### src/fsr_regs.svh
// register field positions, command codes and timing counts for the host
`ifndef FSR_REGS_SVH
`define FSR_REGS_SVH

`define FSR_SR_READY        7
`define FSR_SR_ERASE_SUSP   6
`define FSR_SR_ERASE_ERR    5
`define FSR_SR_PROG_ERR     4
`define FSR_SR_SUPPLY_LOW   3
`define FSR_SR_PROG_SUSP    2
`define FSR_SR_PROTECT_ERR  1
`define FSR_SR_VALID_MASK   8'hFE
`define FSR_XSR_BUF_AVAIL   7
`define FSR_XSR_VALID_MASK  8'h80
`define FSR_CMD_READ_STATUS 8'h70
`define FSR_CMD_CLEAR_STAT  8'h50
`define FSR_CMD_CONFIG      8'hB8
`define FSR_CMD_WRBUF       8'hE8
`define FSR_CLK_NS          50
`define FSR_PULSE_NS        250
// shortest low time accepted as a completion pulse: half the typical width
`define FSR_PULSE_MIN_CYC   (((`FSR_PULSE_NS / 2) + `FSR_CLK_NS - 1) / `FSR_CLK_NS)
`define FSR_STROBE_CYC      3'h3
`define FSR_READ_WAIT_CYC   3'h4

`endif

### src/fsr_pkg.sv
// types shared by the flash status host controller
package fsr_pkg;

    typedef enum logic [1:0] {
        FSR_CFG_LEVEL,
        FSR_CFG_ERASE,
        FSR_CFG_PROG,
        FSR_CFG_BOTH
    } fsr_cfg_t;

    typedef struct packed {
        logic       ready;
        logic       erase_suspended;
        logic       erase_clear_error;
        logic       program_setlock_error;
        logic       supply_low;
        logic       program_suspended;
        logic       protect_error;
        logic       sequence_error;
    } fsr_status_t;

    typedef struct packed {
        logic       chip_select_n;
        logic       write_n;
        logic       read_n;
        logic       reset_powerdown_n;
    } fsr_ctrl_t;

endpackage

### src/fsr_host.sv
// host controller that writes flash commands and reads back status
//
// Function
// RL1 - pulse modes: a low pulse of about 250 ns marks completion
// RL2 - status bit 7 is ready when 1, busy when 0
// RL3 - host ignores status bits 6 to 0 until bit 7 reads 1
// RL4 - status bit 6 set while block erase is suspended
// RL5 - status bit 5 set on erase or clear-lock failure
// RL6 - bits 5 and 4 both set flag a malformed command sequence
// RL7 - status bit 4 set on program or set-lock failure
// RL8 - status bit 3 reports low programming supply after an operation
// RL9 - status bit 2 set while programming is suspended
// RL10 - status bit 1 set when a lock aborted the operation
// RL11 - host masks reserved status bit 0 when polling
// RL12 - extended bit 7 tells whether another buffered write fits
// RL13 - host masks extended bits 6 to 0 when polling
// RL14 - status pin is open drain, host supplies the pull-up
// RL15 - level mode: pin low while the sequencer is busy
// RL16 - level mode: pin high in erase suspend and in reset
// RL17 - supply error sets bit 3 with bit 4 or bit 5
// RL18 - reset during an operation aborts it; pin stays low meanwhile
// RL19 - host reissues the full sequence after an aborted operation; the controller only raises abort_seen and the user reissues it
// RL20 - command write only with write strobe and chip select both low
// RL21 - while reset-powerdown is low the device ignores other inputs
// RL22 - two-bit code selects level or pulse behaviour of the pin
`timescale 1ns/100ps
`include "fsr_regs.svh"
module fsr_host
    import fsr_pkg::*;
(
    // clock and reset
    input  wire logic        core_clk,
    input  wire logic        rst_b,
    // user command port
    input  wire logic        cmd_valid,
    output logic             cmd_ready,
    input  wire logic [7:0]  cmd_code,
    input  wire logic [7:0]  cmd_data,
    input  wire logic        cmd_two_cycle,
    input  wire logic        poll_status,
    input  wire logic        poll_ext,
    input  wire logic [1:0]  cfg_mode,
    input  wire logic        powerdown_req,
    // user status results
    output logic             busy,
    output logic             done_pulse,
    output fsr_status_t      status,
    output logic             status_valid,
    output logic             buf_avail,
    output logic             seq_error,
    output logic             supply_error,
    output logic             abort_seen,
    // device pins
    output fsr_ctrl_t        dev_ctrl,
    output logic [7:0]       dq_o,
    output logic             dq_oe,
    input  wire logic [7:0]  dq_i,
    input  wire logic        completion_pin_i
);

    typedef enum logic [2:0] {
        ST_IDLE, ST_SETUP, ST_GAP, ST_SECOND, ST_READCMD, ST_READ
    } fsr_state_t;

    fsr_state_t  state_q, state_d;
    logic [2:0]  cnt_q;
    logic [7:0]  code_q, data_q;
    logic        two_q, ext_q, write_phase;
    logic [7:0]  dq_sync1_q, dq_sync2_q;
    logic        pin_sync1_q, pin_sync2_q, pin_prev_q;
    logic [2:0]  low_cnt_q;
    logic        pd_q, was_busy_q;
    logic [7:0]  sr_q;
    logic        sv_q, buf_q, abort_q, done_q;
    fsr_cfg_t    cfg;

    // pin and data bus double synchronisers
    always_ff @(posedge core_clk or negedge rst_b) begin
        if (!rst_b) begin
            dq_sync1_q  <= 8'h00;
            dq_sync2_q  <= 8'h00;
            pin_sync1_q <= 1'b1;
            pin_sync2_q <= 1'b1;
            pin_prev_q  <= 1'b1;
        end else begin
            dq_sync1_q  <= dq_i;
            dq_sync2_q  <= dq_sync1_q;
            pin_sync1_q <= completion_pin_i;
            pin_sync2_q <= pin_sync1_q;
            pin_prev_q  <= pin_sync2_q;
        end
    end

    // pin interpretation per configuration code
    assign cfg        = fsr_cfg_t'(cfg_mode); // RL22
    wire pin_low      = !pin_sync2_q; // RL14
    wire pin_rise     = pin_sync2_q && !pin_prev_q;
    // short glitches are not taken as completion pulses
    wire pulse_ok     = low_cnt_q >= 3'(`FSR_PULSE_MIN_CYC); // RL1
    wire pulse_done   = (cfg != FSR_CFG_LEVEL) && pin_rise && pulse_ok; // RL1
    wire level_busy   = (cfg == FSR_CFG_LEVEL) && pin_low; // RL15 RL16
    wire level_done   = (cfg == FSR_CFG_LEVEL) && pin_rise;

    // low-time counter for pulse qualification, saturating
    always_ff @(posedge core_clk or negedge rst_b) begin
        if (!rst_b) low_cnt_q <= 3'h0;
        else if (!pin_low) low_cnt_q <= 3'h0;
        else if (low_cnt_q != 3'h7) low_cnt_q <= low_cnt_q + 3'h1;
    end

    // command sequencer; reads wait while the device is in power-down
    wire in_pd      = pd_q; // RL21
    assign cmd_ready = (state_q == ST_IDLE) && !in_pd;
    wire take_cmd   = cmd_valid && cmd_ready;
    wire take_poll  = (poll_status || poll_ext) && cmd_ready && !cmd_valid;
    wire cnt_done   = (cnt_q == 3'h0);

    always_comb begin
        state_d = state_q;
        unique case (state_q)
            ST_IDLE:    if (take_cmd) state_d = ST_SETUP;
                        else if (take_poll) state_d = ST_READCMD;
            ST_SETUP:   if (cnt_done) state_d = two_q ? ST_GAP : ST_IDLE;
            ST_GAP:     state_d = ST_SECOND;
            ST_SECOND:  if (cnt_done) state_d = ST_IDLE;
            ST_READCMD: if (cnt_done) state_d = ST_READ;
            ST_READ:    if (cnt_done) state_d = ST_IDLE;
            default:    state_d = ST_IDLE;
        endcase
    end

    always_ff @(posedge core_clk or negedge rst_b) begin
        if (!rst_b) begin
            state_q <= ST_IDLE;
            cnt_q   <= 3'h0;
            code_q  <= 8'h00;
            data_q  <= 8'h00;
            two_q   <= 1'b0;
            ext_q   <= 1'b0;
        end else begin
            state_q <= state_d;
            if (state_d != state_q)
                cnt_q <= (state_d == ST_READ) ? `FSR_READ_WAIT_CYC
                                              : `FSR_STROBE_CYC;
            else if (!cnt_done)
                cnt_q <= cnt_q - 3'h1;
            if (take_cmd) begin
                code_q <= cmd_code;
                data_q <= cmd_data;
                two_q  <= cmd_two_cycle;
            end
            if (take_poll) ext_q <= poll_ext && !poll_status;
        end
    end

    // write strobe and chip select low together only for a write
    assign write_phase = (state_q == ST_SETUP) || (state_q == ST_SECOND)
                      || (state_q == ST_READCMD);
    wire read_phase   = (state_q == ST_READ);
    // extended status only comes back behind a buffered-write setup
    wire [7:0] rd_cmd  = ext_q ? `FSR_CMD_WRBUF : `FSR_CMD_READ_STATUS;
    wire [7:0] wr_byte = (state_q == ST_SECOND) ? data_q :
                         (state_q == ST_READCMD) ? rd_cmd : // RL13
                         code_q;

    // pin outputs registered; data bus driven only during writes
    always_ff @(posedge core_clk or negedge rst_b) begin
        if (!rst_b) begin
            dev_ctrl <= '{1'b1, 1'b1, 1'b1, 1'b0};
            dq_o     <= 8'h00;
            dq_oe    <= 1'b0;
        end else begin
            dev_ctrl.chip_select_n     <= !(write_phase || read_phase); // RL20
            dev_ctrl.write_n           <= !(write_phase && !cnt_done); // RL20
            dev_ctrl.read_n            <= !read_phase;
            dev_ctrl.reset_powerdown_n <= !powerdown_req; // RL21
            dq_o                       <= wr_byte;
            dq_oe                      <= write_phase;
        end
    end

    // status capture; reserved bits masked as they arrive
    wire capture   = read_phase && cnt_done;
    wire [7:0] rd  = dq_sync2_q & (ext_q ? `FSR_XSR_VALID_MASK
                                         : `FSR_SR_VALID_MASK); // RL11 RL13
    wire rd_ready  = rd[`FSR_SR_READY]; // RL2
    wire op_start  = take_cmd && (cmd_code != `FSR_CMD_CLEAR_STAT)
                     && (cmd_code != `FSR_CMD_CONFIG);

    always_ff @(posedge core_clk or negedge rst_b) begin
        if (!rst_b) begin
            sr_q       <= 8'h00;
            sv_q       <= 1'b0;
            buf_q      <= 1'b0;
            pd_q       <= 1'b1;
            was_busy_q <= 1'b0;
            abort_q    <= 1'b0;
            done_q     <= 1'b0;
        end else begin
            pd_q   <= powerdown_req;
            done_q <= pulse_done || level_done;
            // an operation cut by reset must be reissued by the user
            if (powerdown_req && (was_busy_q || level_busy))
                abort_q <= 1'b1; // RL18 RL19
            else if (op_start)
                abort_q <= 1'b0;
            if (op_start)
                was_busy_q <= 1'b1;
            else if (done_q || (capture && !ext_q && rd_ready)
                     || powerdown_req)
                was_busy_q <= 1'b0;
            if (op_start || powerdown_req)
                sv_q <= 1'b0;
            if (capture && ext_q)
                buf_q <= rd[`FSR_XSR_BUF_AVAIL]; // RL12
            else if (take_cmd && cmd_code == `FSR_CMD_WRBUF)
                buf_q <= 1'b0;
            if (capture && !ext_q) begin
                // low bits only trusted once ready reads 1
                sr_q <= rd_ready ? rd : 8'h00; // RL3
                sv_q <= rd_ready; // RL3
            end
        end
    end

    // decoded status view
    assign status = fsr_status_t'(sr_q); // RL4 RL5 RL7 RL9 RL10
    assign status_valid = sv_q;
    assign buf_avail    = buf_q;
    assign seq_error    = sv_q && sr_q[`FSR_SR_ERASE_ERR]
                               && sr_q[`FSR_SR_PROG_ERR]; // RL6
    assign supply_error = sv_q && sr_q[`FSR_SR_SUPPLY_LOW]; // RL8 RL17
    assign abort_seen   = abort_q;
    assign busy         = level_busy || was_busy_q;
    assign done_pulse   = done_q;

endmodule // fsr_host

### config.mk
export PLATFORM = sky130hd
export DESIGN_NAME = fsr_host
export DESIGN_NICKNAME = d
export VERILOG_FILES = /design/src/fsr_pkg.sv /design/src/fsr_host.sv
export VERILOG_INCLUDE_DIRS = /design/src
export SDC_FILE = /design/constraint.sdc
export NUM_CORES = 1
export LEC_CHECK = 0
export BUFFER_PORTS_ARGS = -buffer_cell sky130_fd_sc_hd__buf_2
export CELL_PAD_IN_SITES_DETAIL_PLACEMENT = 1
export CELL_PAD_IN_SITES_GLOBAL_PLACEMENT = 1
export CORE_MARGIN = 1.5
export CORE_UTILIZATION = 42
export DETAILED_ROUTE_END_ITERATION = 12
export PLACE_DENSITY_LB_ADDON = 0.1
export SLEW_MARGIN = 0
export SYNTH_ARGS = -nofsm -noshare
export SYNTH_HDL_FRONTEND = slang
export SYNTH_SLANG_ARGS = --single-unit
### constraint.sdc
create_clock -name core_clk -period 2.1 [get_ports core_clk]
set_input_delay 0.315 -clock core_clk [delete_from_list [all_inputs] [get_ports core_clk]]
set_output_delay 0.315 -clock core_clk [all_outputs]
set_load 0.02 [all_outputs]
# Word level (Yosys, flattened, before mapping)
# Index checks and enable logic that the tools add are counted.
dict set report totals {
  regBits 73
  input_bits 34
  out_inout_bits 29
}
dict set report classes {
  n_addsub 2
  order_cmp 1
  eq_ne 12
  n_mux 25
  n_bitwise 1
  reduce_logical 52
}
# op count
set ops {}
lappend ops {{two-way mux 8 bit} 4}
lappend ops {{two-way mux 3 bit} 10}
lappend ops {{logical AND 1 bit} 22}
lappend ops {{one-hot mux 3 bit (5 select lines)} 1}
lappend ops {{nonzero test 2 bit} 6}
lappend ops {{zero test 1 bit} 11}
lappend ops {{equality test 3 bit, second input constant} 3}
lappend ops {{logical OR 1 bit} 9}
lappend ops {{bitwise AND 8 bit} 1}
lappend ops {{equality test 8 bit, second input constant} 1}
lappend ops {{two-way mux 1 bit} 8}
lappend ops {{!= test 8 x 7 -> 1 bit, second input constant} 1}
lappend ops {{!= test 8 bit, second input constant} 1}
lappend ops {{two-way mux 7 bit} 1}
lappend ops {{equality test 3 x 2 -> 1 bit, second input constant} 2}
lappend ops {{zero test 3 bit} 2}
lappend ops {{adder 3 x 1 -> 3 bit, second input constant} 1}
lappend ops {{equality test 3 x 1 -> 1 bit, second input constant} 1}
lappend ops {{>= comparator 3 x 2 -> 1 bit, second input constant} 1}
lappend ops {{!= test 3 bit} 1}
lappend ops {{!= test 3 bit, second input constant} 1}
lappend ops {{subtractor 3 x 1 -> 3 bit, second input constant} 1}
lappend ops {{zero test 2 bit} 1}
lappend ops {{two-way mux 2 bit} 1}
lappend ops {{other kinds (2)} 2}

# Depth between registers and ports, before layout
# Gate-level depths: netlist (run 1).
dict set report logic_depth {
  depth_word 10
  depth_mapped 7
  depth_no_buf 6
}

# Least setup slack after synthesis (run 1)
# OpenSTA, ideal clock, no wires.
dict set report synth_path {
  path_kind {register to register}
  startpoint {reg state_q[2]}
  endpoint {reg buf_q, in the netlist buf_avail}
  setup_time_ns 0.131
  t_arrival_ns 1.514
  t_required_ns 1.969
  setup_slack_ns 0.455
  path_stages_with_launch 6
  path_buffers 1
  cell_sequence {dfrtp_1 -> nor4_4 -> nand2_2 -> buf_6 -> o41ai_2 -> o21ai_0}
}
dict set report synth_between {
  elab_chain_len 5
}
# element line
set synth_lines {}
lappend synth_lines {{from (decl)} fsr_host.sv:65} ;# fsr_state_t state_q, state_d;
lappend synth_lines {{from (signal assigned)} fsr_host.sv:141} ;# state_q <= state_d;
lappend synth_lines {{zero test 3 bit} fsr_host.sv:113} ;# assign cmd_ready = (state_q == ST_IDLE) && !in_pd;
lappend synth_lines {{logical AND 1 bit} fsr_host.sv:113}
lappend synth_lines {{named net cmd_ready} fsr_host.sv:36} ;# output logic cmd_ready,
lappend synth_lines {{logical AND 1 bit} fsr_host.sv:114} ;# wire take_cmd = cmd_valid && cmd_ready;
lappend synth_lines {{logical AND 1 bit (no line)} --}
lappend synth_lines {{nonzero test 2 bit (no line)} --}
lappend synth_lines {{to (signal assigned)} fsr_host.sv:215} ;# buf_q <= rd[`FSR_XSR_BUF_AVAIL];
lappend synth_lines {{to (decl)} fsr_host.sv:74} ;# logic sv_q, buf_q, abort_q, done_q;
# The timed path passes the listed nets, and every way through them passes these cells.
# A chain may end at the register's enable or synchronous reset.

# Worst setup path in the final report (run 1)
dict set report layout_path {
  startpoint {reg state_q[0]}
  endpoint {out cmd_ready}
}
dict set report layout_between {
  elab_chain_len 2
}
# element line
set layout_lines {}
lappend layout_lines {{zero test 3 bit} fsr_host.sv:113}
lappend layout_lines {{logical AND 1 bit} fsr_host.sv:113}
lappend layout_lines {{to (decl)} fsr_host.sv:36}
# Every way passes these cells.

==> results.sh, run 1 <==
export IMPL_status="complete, no violations"
export IMPL_switching_share_pct=37.11
export IMPL_dp_slack_ns=0.3067
export IMPL_layout_common_cells="dfrtp_1, buf_2, nand2_1, o21ai_0, inv_1"
export IMPL_setup_tns_ns=0
export IMPL_netlist_instances=248
export IMPL_postSynthAreaPerCell_um2=11.66
export IMPL_power_switching_uw=1724
export IMPL_vias_per_cell=5.165
export IMPL_cts_root_buf="clkbuf_8"
export IMPL_vias=2071
export IMPL_antennaDiodeCount=0
export IMPL_cts_buffer_depth=2
export IMPL_ys_types=45
export IMPL_internal_power_uw=2922
export IMPL_path_clk_slew_ns=0.08
export IMPL_critical_path_required_ns=1.78
export IMPL_finalWirelength_um=6039
export IMPL_routedWlPerCell_um=15.06
export IMPL_synth_compound_area_share_pct=12.20
export IMPL_vdd_drop_max_mv=0.4434
export IMPL_seq_area_um2=1760
export IMPL_synth_simple_area_share_pct=12.85
export IMPL_nNetsFinal=355
export IMPL_fin_ws_ns=0.2399
export IMPL_finalSetupViolCount=0
export IMPL_row_count=30
export IMPL_grt_overflow=0
export IMPL_async_flop_share_pct=100.0
export IMPL_ys_ff_latch=70
export IMPL_power_density_nw_per_um2=1328
export IMPL_synth_top_family_by_area="simple AND/OR/NAND/NOR gates"
export IMPL_layout_commonest_cell="dfrtp_1"
export IMPL_synthToLayoutAreaGrowth_pct=20.98
export IMPL_dp_hpwl_um=4425
export IMPL_cp_end_kind="output pin"
export IMPL_cts_made_buffers=9
export IMPL_crit_type="reg2out"
export IMPL_antenna_found_initial=0
export IMPL_synthMuxAreaShare_pct=6.574
export IMPL_power_frac_seq_pct=45.0
export IMPL_postRouteAntennaNets=0
export IMPL_grt_max_degree=27
export IMPL_yosys_warnings=0
export IMPL_synth_xor_area_share_pct=0.6055
export IMPL_cts_sinks=70
export IMPL_grt_pass1_wl_um=10250
export IMPL_drive_gt1_share_pct=35.51
export IMPL_utilization_pct=52.09
export IMPL_grt_usage_pct=18.23
export IMPL_final_hold_viol_count=0
export IMPL_slew_viol_final=0
export IMPL_initial_core_util_pct=43.05
export IMPL_power_frac_comb_pct=33.6
export IMPL_post_cts_resized_instances=0
export IMPL_dieHeight_um=85.99
export IMPL_finClkSkew_ns=0.006320
export IMPL_die_w_um=85.99
export IMPL_cts_tree="built"
export IMPL_finalCritPeriodShare_pct=88.58
export IMPL_clkPwrFrac_pct=21.3
export IMPL_seq_area_frac_synth_pct=60.86
export IMPL_num_io_pins=63
export IMPL_drc=0
export IMPL_hp_class="in2reg"
export IMPL_n_fill_cell=762
export IMPL_period_minus_slack_ns=1.860
export IMPL_leakage_uw=0.001666
export IMPL_clock_latency_ns=0.35
export IMPL_synth_fp_nets=287
export IMPL_synthAdderAreaFrac_pct=2.163
export IMPL_multiInputGateArea_um2=998.5
export IMPL_yosysTopAreaCellShare_pct=54.50
export IMPL_worst_pin_slew_ns=0.5792
export IMPL_htreeDepth=3
export IMPL_synth_edff_count=0
export IMPL_port_buffers=60
export IMPL_grt_pass1_vias=2120
export IMPL_gp_congestion=0.7894
export IMPL_yosysTopAreaCell="dfrtp_1"
export IMPL_rsz0062_at_grt="false"
export IMPL_max_slew_margin_pct=61.39
export IMPL_cts_setup_buffers=0
export IMPL_cp_max_fo=14
export IMPL_startpoint_type="register"
export IMPL_drtPass1Iterations=4
export IMPL_fmax_mhz=537.6
export IMPL_max_cap_viol_count=0
export IMPL_core_um2=6719
export IMPL_holdWs_ns=0.06492
export IMPL_die_area_um2=7394
export IMPL_crit_arrival_ns=1.55
export IMPL_syn_area_um2=2893
export IMPL_drt_iter0_markers=39
export IMPL_synth_main_ff_cell="dfrtp_1"
export IMPL_yosys_top_cells_area="dfrtp_1, dfstp_2, mux2_2"
export IMPL_p_total_uw=4646
-- final timing paths --
check                                        startpoint                 endpoint  slack, ns  cells after the start
worst max-delay path               state_q[0]$_DFF_PN0_                cmd_ready       0.24                      2
worst min-delay path                            dq_i[1]  dq_sync1_q[1]$_DFF_PN0_       0.06                      1
worst max register to register     state_q[0]$_DFF_PN0_    data_q[0]$_DFFE_PN0P_       0.31                      4
worst min register to register  dq_sync1_q[7]$_DFF_PN0_  dq_sync2_q[7]$_DFF_PN0_       0.35                      0
max in group asynchronous                         rst_b    pin_sync2_q$_DFF_PN1_       0.99                      3
min in group asynchronous                         rst_b     cnt_q[0]$_DFFE_PN0P_       0.50                      2
-- flip-flops by register name, indices dropped and copies added (netlist names), 3 cells and up --
| register | count |
|---|---|
| cnt_q | 3 |
| code_q | 8 |
| data_q | 8 |
| dev_ctrl | 4 |
| dq_o | 8 |
| dq_sync1_q | 7 |
| dq_sync2_q | 7 |
| low_cnt_q | 3 |
| state_q | 3 |
| status | 7 |
-- cell usage after synthesis, drive strengths merged (6+ instances only) --
library cell  number
a21oi             13
o21ai             20
dfrtp             63
mux2              16
buf                9
inv               17
nor3               7
nand3              7
a22oi              6
nor2              10
dfstp              7
nand2             22
-- power by group through the flow --
| stage | logic [µW] | registers, µW | clock network [µW] |
|---|---|---|---|
| after global routing | 1750 | 2160 | 1080 |
| after global placement | 1540 | 2110 | 0 |
| after CTS | 1590 | 2100 | 1040 |
| after floorplan | 929 | 2260 | 0 |
| after detailed placement | 1580 | 2130 | 0 |
| final | 1560 | 2090 | 990 |
-- stage by stage --
step	cells	cell area [µm²]
3_3_place_gp	384	3308
2_1_floorplan	248	2893
6_report	401	3500
3_5_place_dp	384	3308
5_1_grt	401	3500
4_1_cts	401	3500
-- timing repair --
| item | in CTS | in global routing |
|---|---|---|
| endpoints found under the setup margin | 0 | 0 |
| endpoints found under the hold margin | 18 | 0 |
| hold buffers | 1 | 0 |
-- layout make-up --
cell class	instances	area share [%]
sequential	70	50.30
multi-input combinational	149	28.53
timing repair buffer	69	11.30
clock buffer	9	3.540
tap	80	2.860
inverter	17	1.823
clock inverter	7	1.645
-- kinds of logic (layout without fill, tap and decap cells) --
| kind of cell | count (synthesis) | in the layout |
|---|---|---|
| adders and majority gates | 5 | 5 |
| other | 1 | 1 |
| buffers and inverters | 29 | 102 |
| and+or+nand+nor | 69 | 69 |
| muxes | 17 | 17 |
| xor gates and xnor gates | 2 | 2 |
| AOI/OAI and AO/OA | 55 | 55 |
| DFF | 70 | 70 |
-- routing by layer --
layer	up-vias	share of wire (%)	track usage, %
met5	-	0	0
met4	0	2.8	9.531
met3	15	4.0	4.235
met2	46	49	28.85
met1	1020	45	23.38
li1	990	-	-
-- worst max-delay path, cell delays in order (launching register included) --
cell	delay [ns]
dfrtp_1	0.56
nor4_4	0.40
buf_2	0.24
Note: power is estimated with default switching activity, not from simulation.
==> inputs of run 2 (changes only) <==
--- a/config.mk
+++ b/config.mk
@@ -13,6 +13,7 @@
 export CORE_UTILIZATION = 42
 export DETAILED_ROUTE_END_ITERATION = 12
 export PLACE_DENSITY_LB_ADDON = 0.1
+export RECOVER_POWER = 50
 export SLEW_MARGIN = 0
 export SYNTH_ARGS = -nofsm -noshare
 export SYNTH_HDL_FRONTEND = slang
==> results.sh, run 2 (synthesis results as in run 1) <==
export IMPL_status="complete, no violations"
export IMPL_utilization_pct=52.05
export IMPL_dp_hpwl_um=4425
export IMPL_grt_usage_pct=18.23
export IMPL_core_um2=6719
export IMPL_critical_path_required_ns=1.78
export IMPL_drtPass1Iterations=4
export IMPL_layout_commonest_cell="dfrtp_1"
export IMPL_busiest_layer="met2"
export IMPL_min_to="dq_sync1_q[1]$_DFF_PN0_"
export IMPL_period_minus_slack_ns=1.861
export IMPL_cp_max_fo=14
export IMPL_holdWs_ns=0.06475
export IMPL_r2r_start="state_q[0]$_DFF_PN0_"
export IMPL_grt_max_degree=27
export IMPL_drive_gt1_share_pct=34.58
export IMPL_crit_type="reg2out"
export IMPL_dieHeight_um=85.99
export IMPL_reg_top3="code_q (8), data_q (8), dq_o (8)"
export IMPL_grt_pass1_wl_um=10250
export IMPL_routedWlPerCell_um=15.05
export IMPL_synthToLayoutAreaGrowth_pct=20.89
export IMPL_post_cts_resized_instances=0
export IMPL_row_count=30
export IMPL_initial_core_util_pct=43.05
export IMPL_port_buffers=60
export IMPL_finClkSkew_ns=0.006322
export IMPL_die_w_um=85.99
export IMPL_place_area_um2=3308
export IMPL_postRouteAntennaNets=0
export IMPL_nNetsFinal=355
export IMPL_crit_arrival_ns=1.55
export IMPL_setup_tns_ns=0
export IMPL_finalSetupViolCount=0
export IMPL_p_total_uw=4645
export IMPL_reg2reg_setup_slack_ns=0.31
export IMPL_cts_setup_buffers=0
export IMPL_cts_sinks=70
export IMPL_slew_viol_final=0
export IMPL_whs_path_depth=1
export IMPL_drc=0
export IMPL_vias=2072
export IMPL_hp_class="in2reg"
export IMPL_finalCritPeriodShare_pct=88.62
export IMPL_die_area_um2=7394
export IMPL_finalWirelength_um=6036
export IMPL_worst_pin_slew_ns=1.378
export IMPL_met3_usage_pct=4.235
export IMPL_cts_tree="built"
export IMPL_postLayoutCellArea_um2=3497
export IMPL_rsz0062_at_grt="false"
export IMPL_grt_pass1_vias=2120
export IMPL_rr_endpoint="data_q[0]$_DFFE_PN0P_"
export IMPL_antenna_found_initial=0
export IMPL_layout_common_cells="dfrtp_1, buf_2, nand2_1, o21ai_0, inv_1"
export IMPL_antennaDiodeCount=0
export IMPL_startpoint_type="register"
export IMPL_grtUsageMet1_pct=23.38
export IMPL_final_hold_viol_count=0
export IMPL_leakage_uw=0.001660
export IMPL_max_cap_viol_count=0
export IMPL_clock_latency_ns=0.35
export IMPL_htreeDepth=3
export IMPL_power_density_nw_per_um2=1328
export IMPL_fmax_mhz=537.3
export IMPL_num_io_pins=63
export IMPL_hp_start="dq_i[1]"
export IMPL_cts_root_buf="clkbuf_8"
export IMPL_reg2reg_depth=4
export IMPL_cts_buffer_depth=2
export IMPL_max_slew_margin_pct=8.164
export IMPL_use_met2_pct=28.85
export IMPL_vias_per_cell=5.167
export IMPL_cp_end_kind="output pin"
export IMPL_grt_overflow=0
export IMPL_drt_iter0_markers=39
export IMPL_cts_made_buffers=9
export IMPL_vdd_drop_max_mv=0.4435
export IMPL_gp_congestion=0.7894
export IMPL_path_clk_slew_ns=0.08
run 2: cell type report:
cell class / instances / area (µm²)
clock buffer: 9 / 123.9
clock inverter: 7 / 57.56
fill: 762 / 3222
inverter: 17 / 63.81
multi-input combinational: 149 / 998.5
sequential: 70 / 1760
tap: 80 / 100.1
timing repair buffer: 69 / 392.9
run 2: worst max-delay path, cell delays in order, from the launching register on:
cell and delay (ns):
dfrtp_1 0.56, nor4_4 0.40, buf_2 0.24
run 2: where the power goes:
group	internal [µW]	total, µW	switching, µW
Sequential	1800	2090	288
Clock	440	991	551
Combinational	676	1560	886
Total	2920	4650	1720
run 2: what timing repair did:
action	CTS	global route
endpoints found under the hold margin	18	0
hold buffers	1	0
endpoints found under the setup margin	0	0
run 2: worst max path at each step:
stage | from | end | slack (ns) | cells past startpoint
final | state_q[0]$_DFF_PN0_ | cmd_ready | 0.24 | 2
after CTS | state_q[0]$_DFF_PN0_ | cmd_ready | 0.21 | 2
after floorplan | state_q[2]$_DFF_PN0_ | buf_avail$_DFFE_PN0P_ | 0.45 | 5
after global placement | state_q[0]$_DFF_PN0_ | data_q[4]$_DFFE_PN0P_ | 0.33 | 4
after detailed placement | state_q[0]$_DFF_PN0_ | data_q[0]$_DFFE_PN0P_ | 0.31 | 4
after global routing | rst_b | code_q[5]$_DFFE_PN0P_ | 0.13 | 2
run 2: per-layer routing:
metal	up-vias	share of wire, %	routed length (µm)
met2	46	49	2954
met5	-	0	0
li1	990	-	-
met4	0	2.8	172
met3	15	4.1	245
met1	1021	44	2664
run 2: metrics by stage:
stage,cells,setup WS [ns]
after floorplan,248,0.4548
after global placement,384,0.3309
after detailed placement,384,0.3067
after CTS,401,0.2087
after global routing,401,0.1252
final,401,0.2389
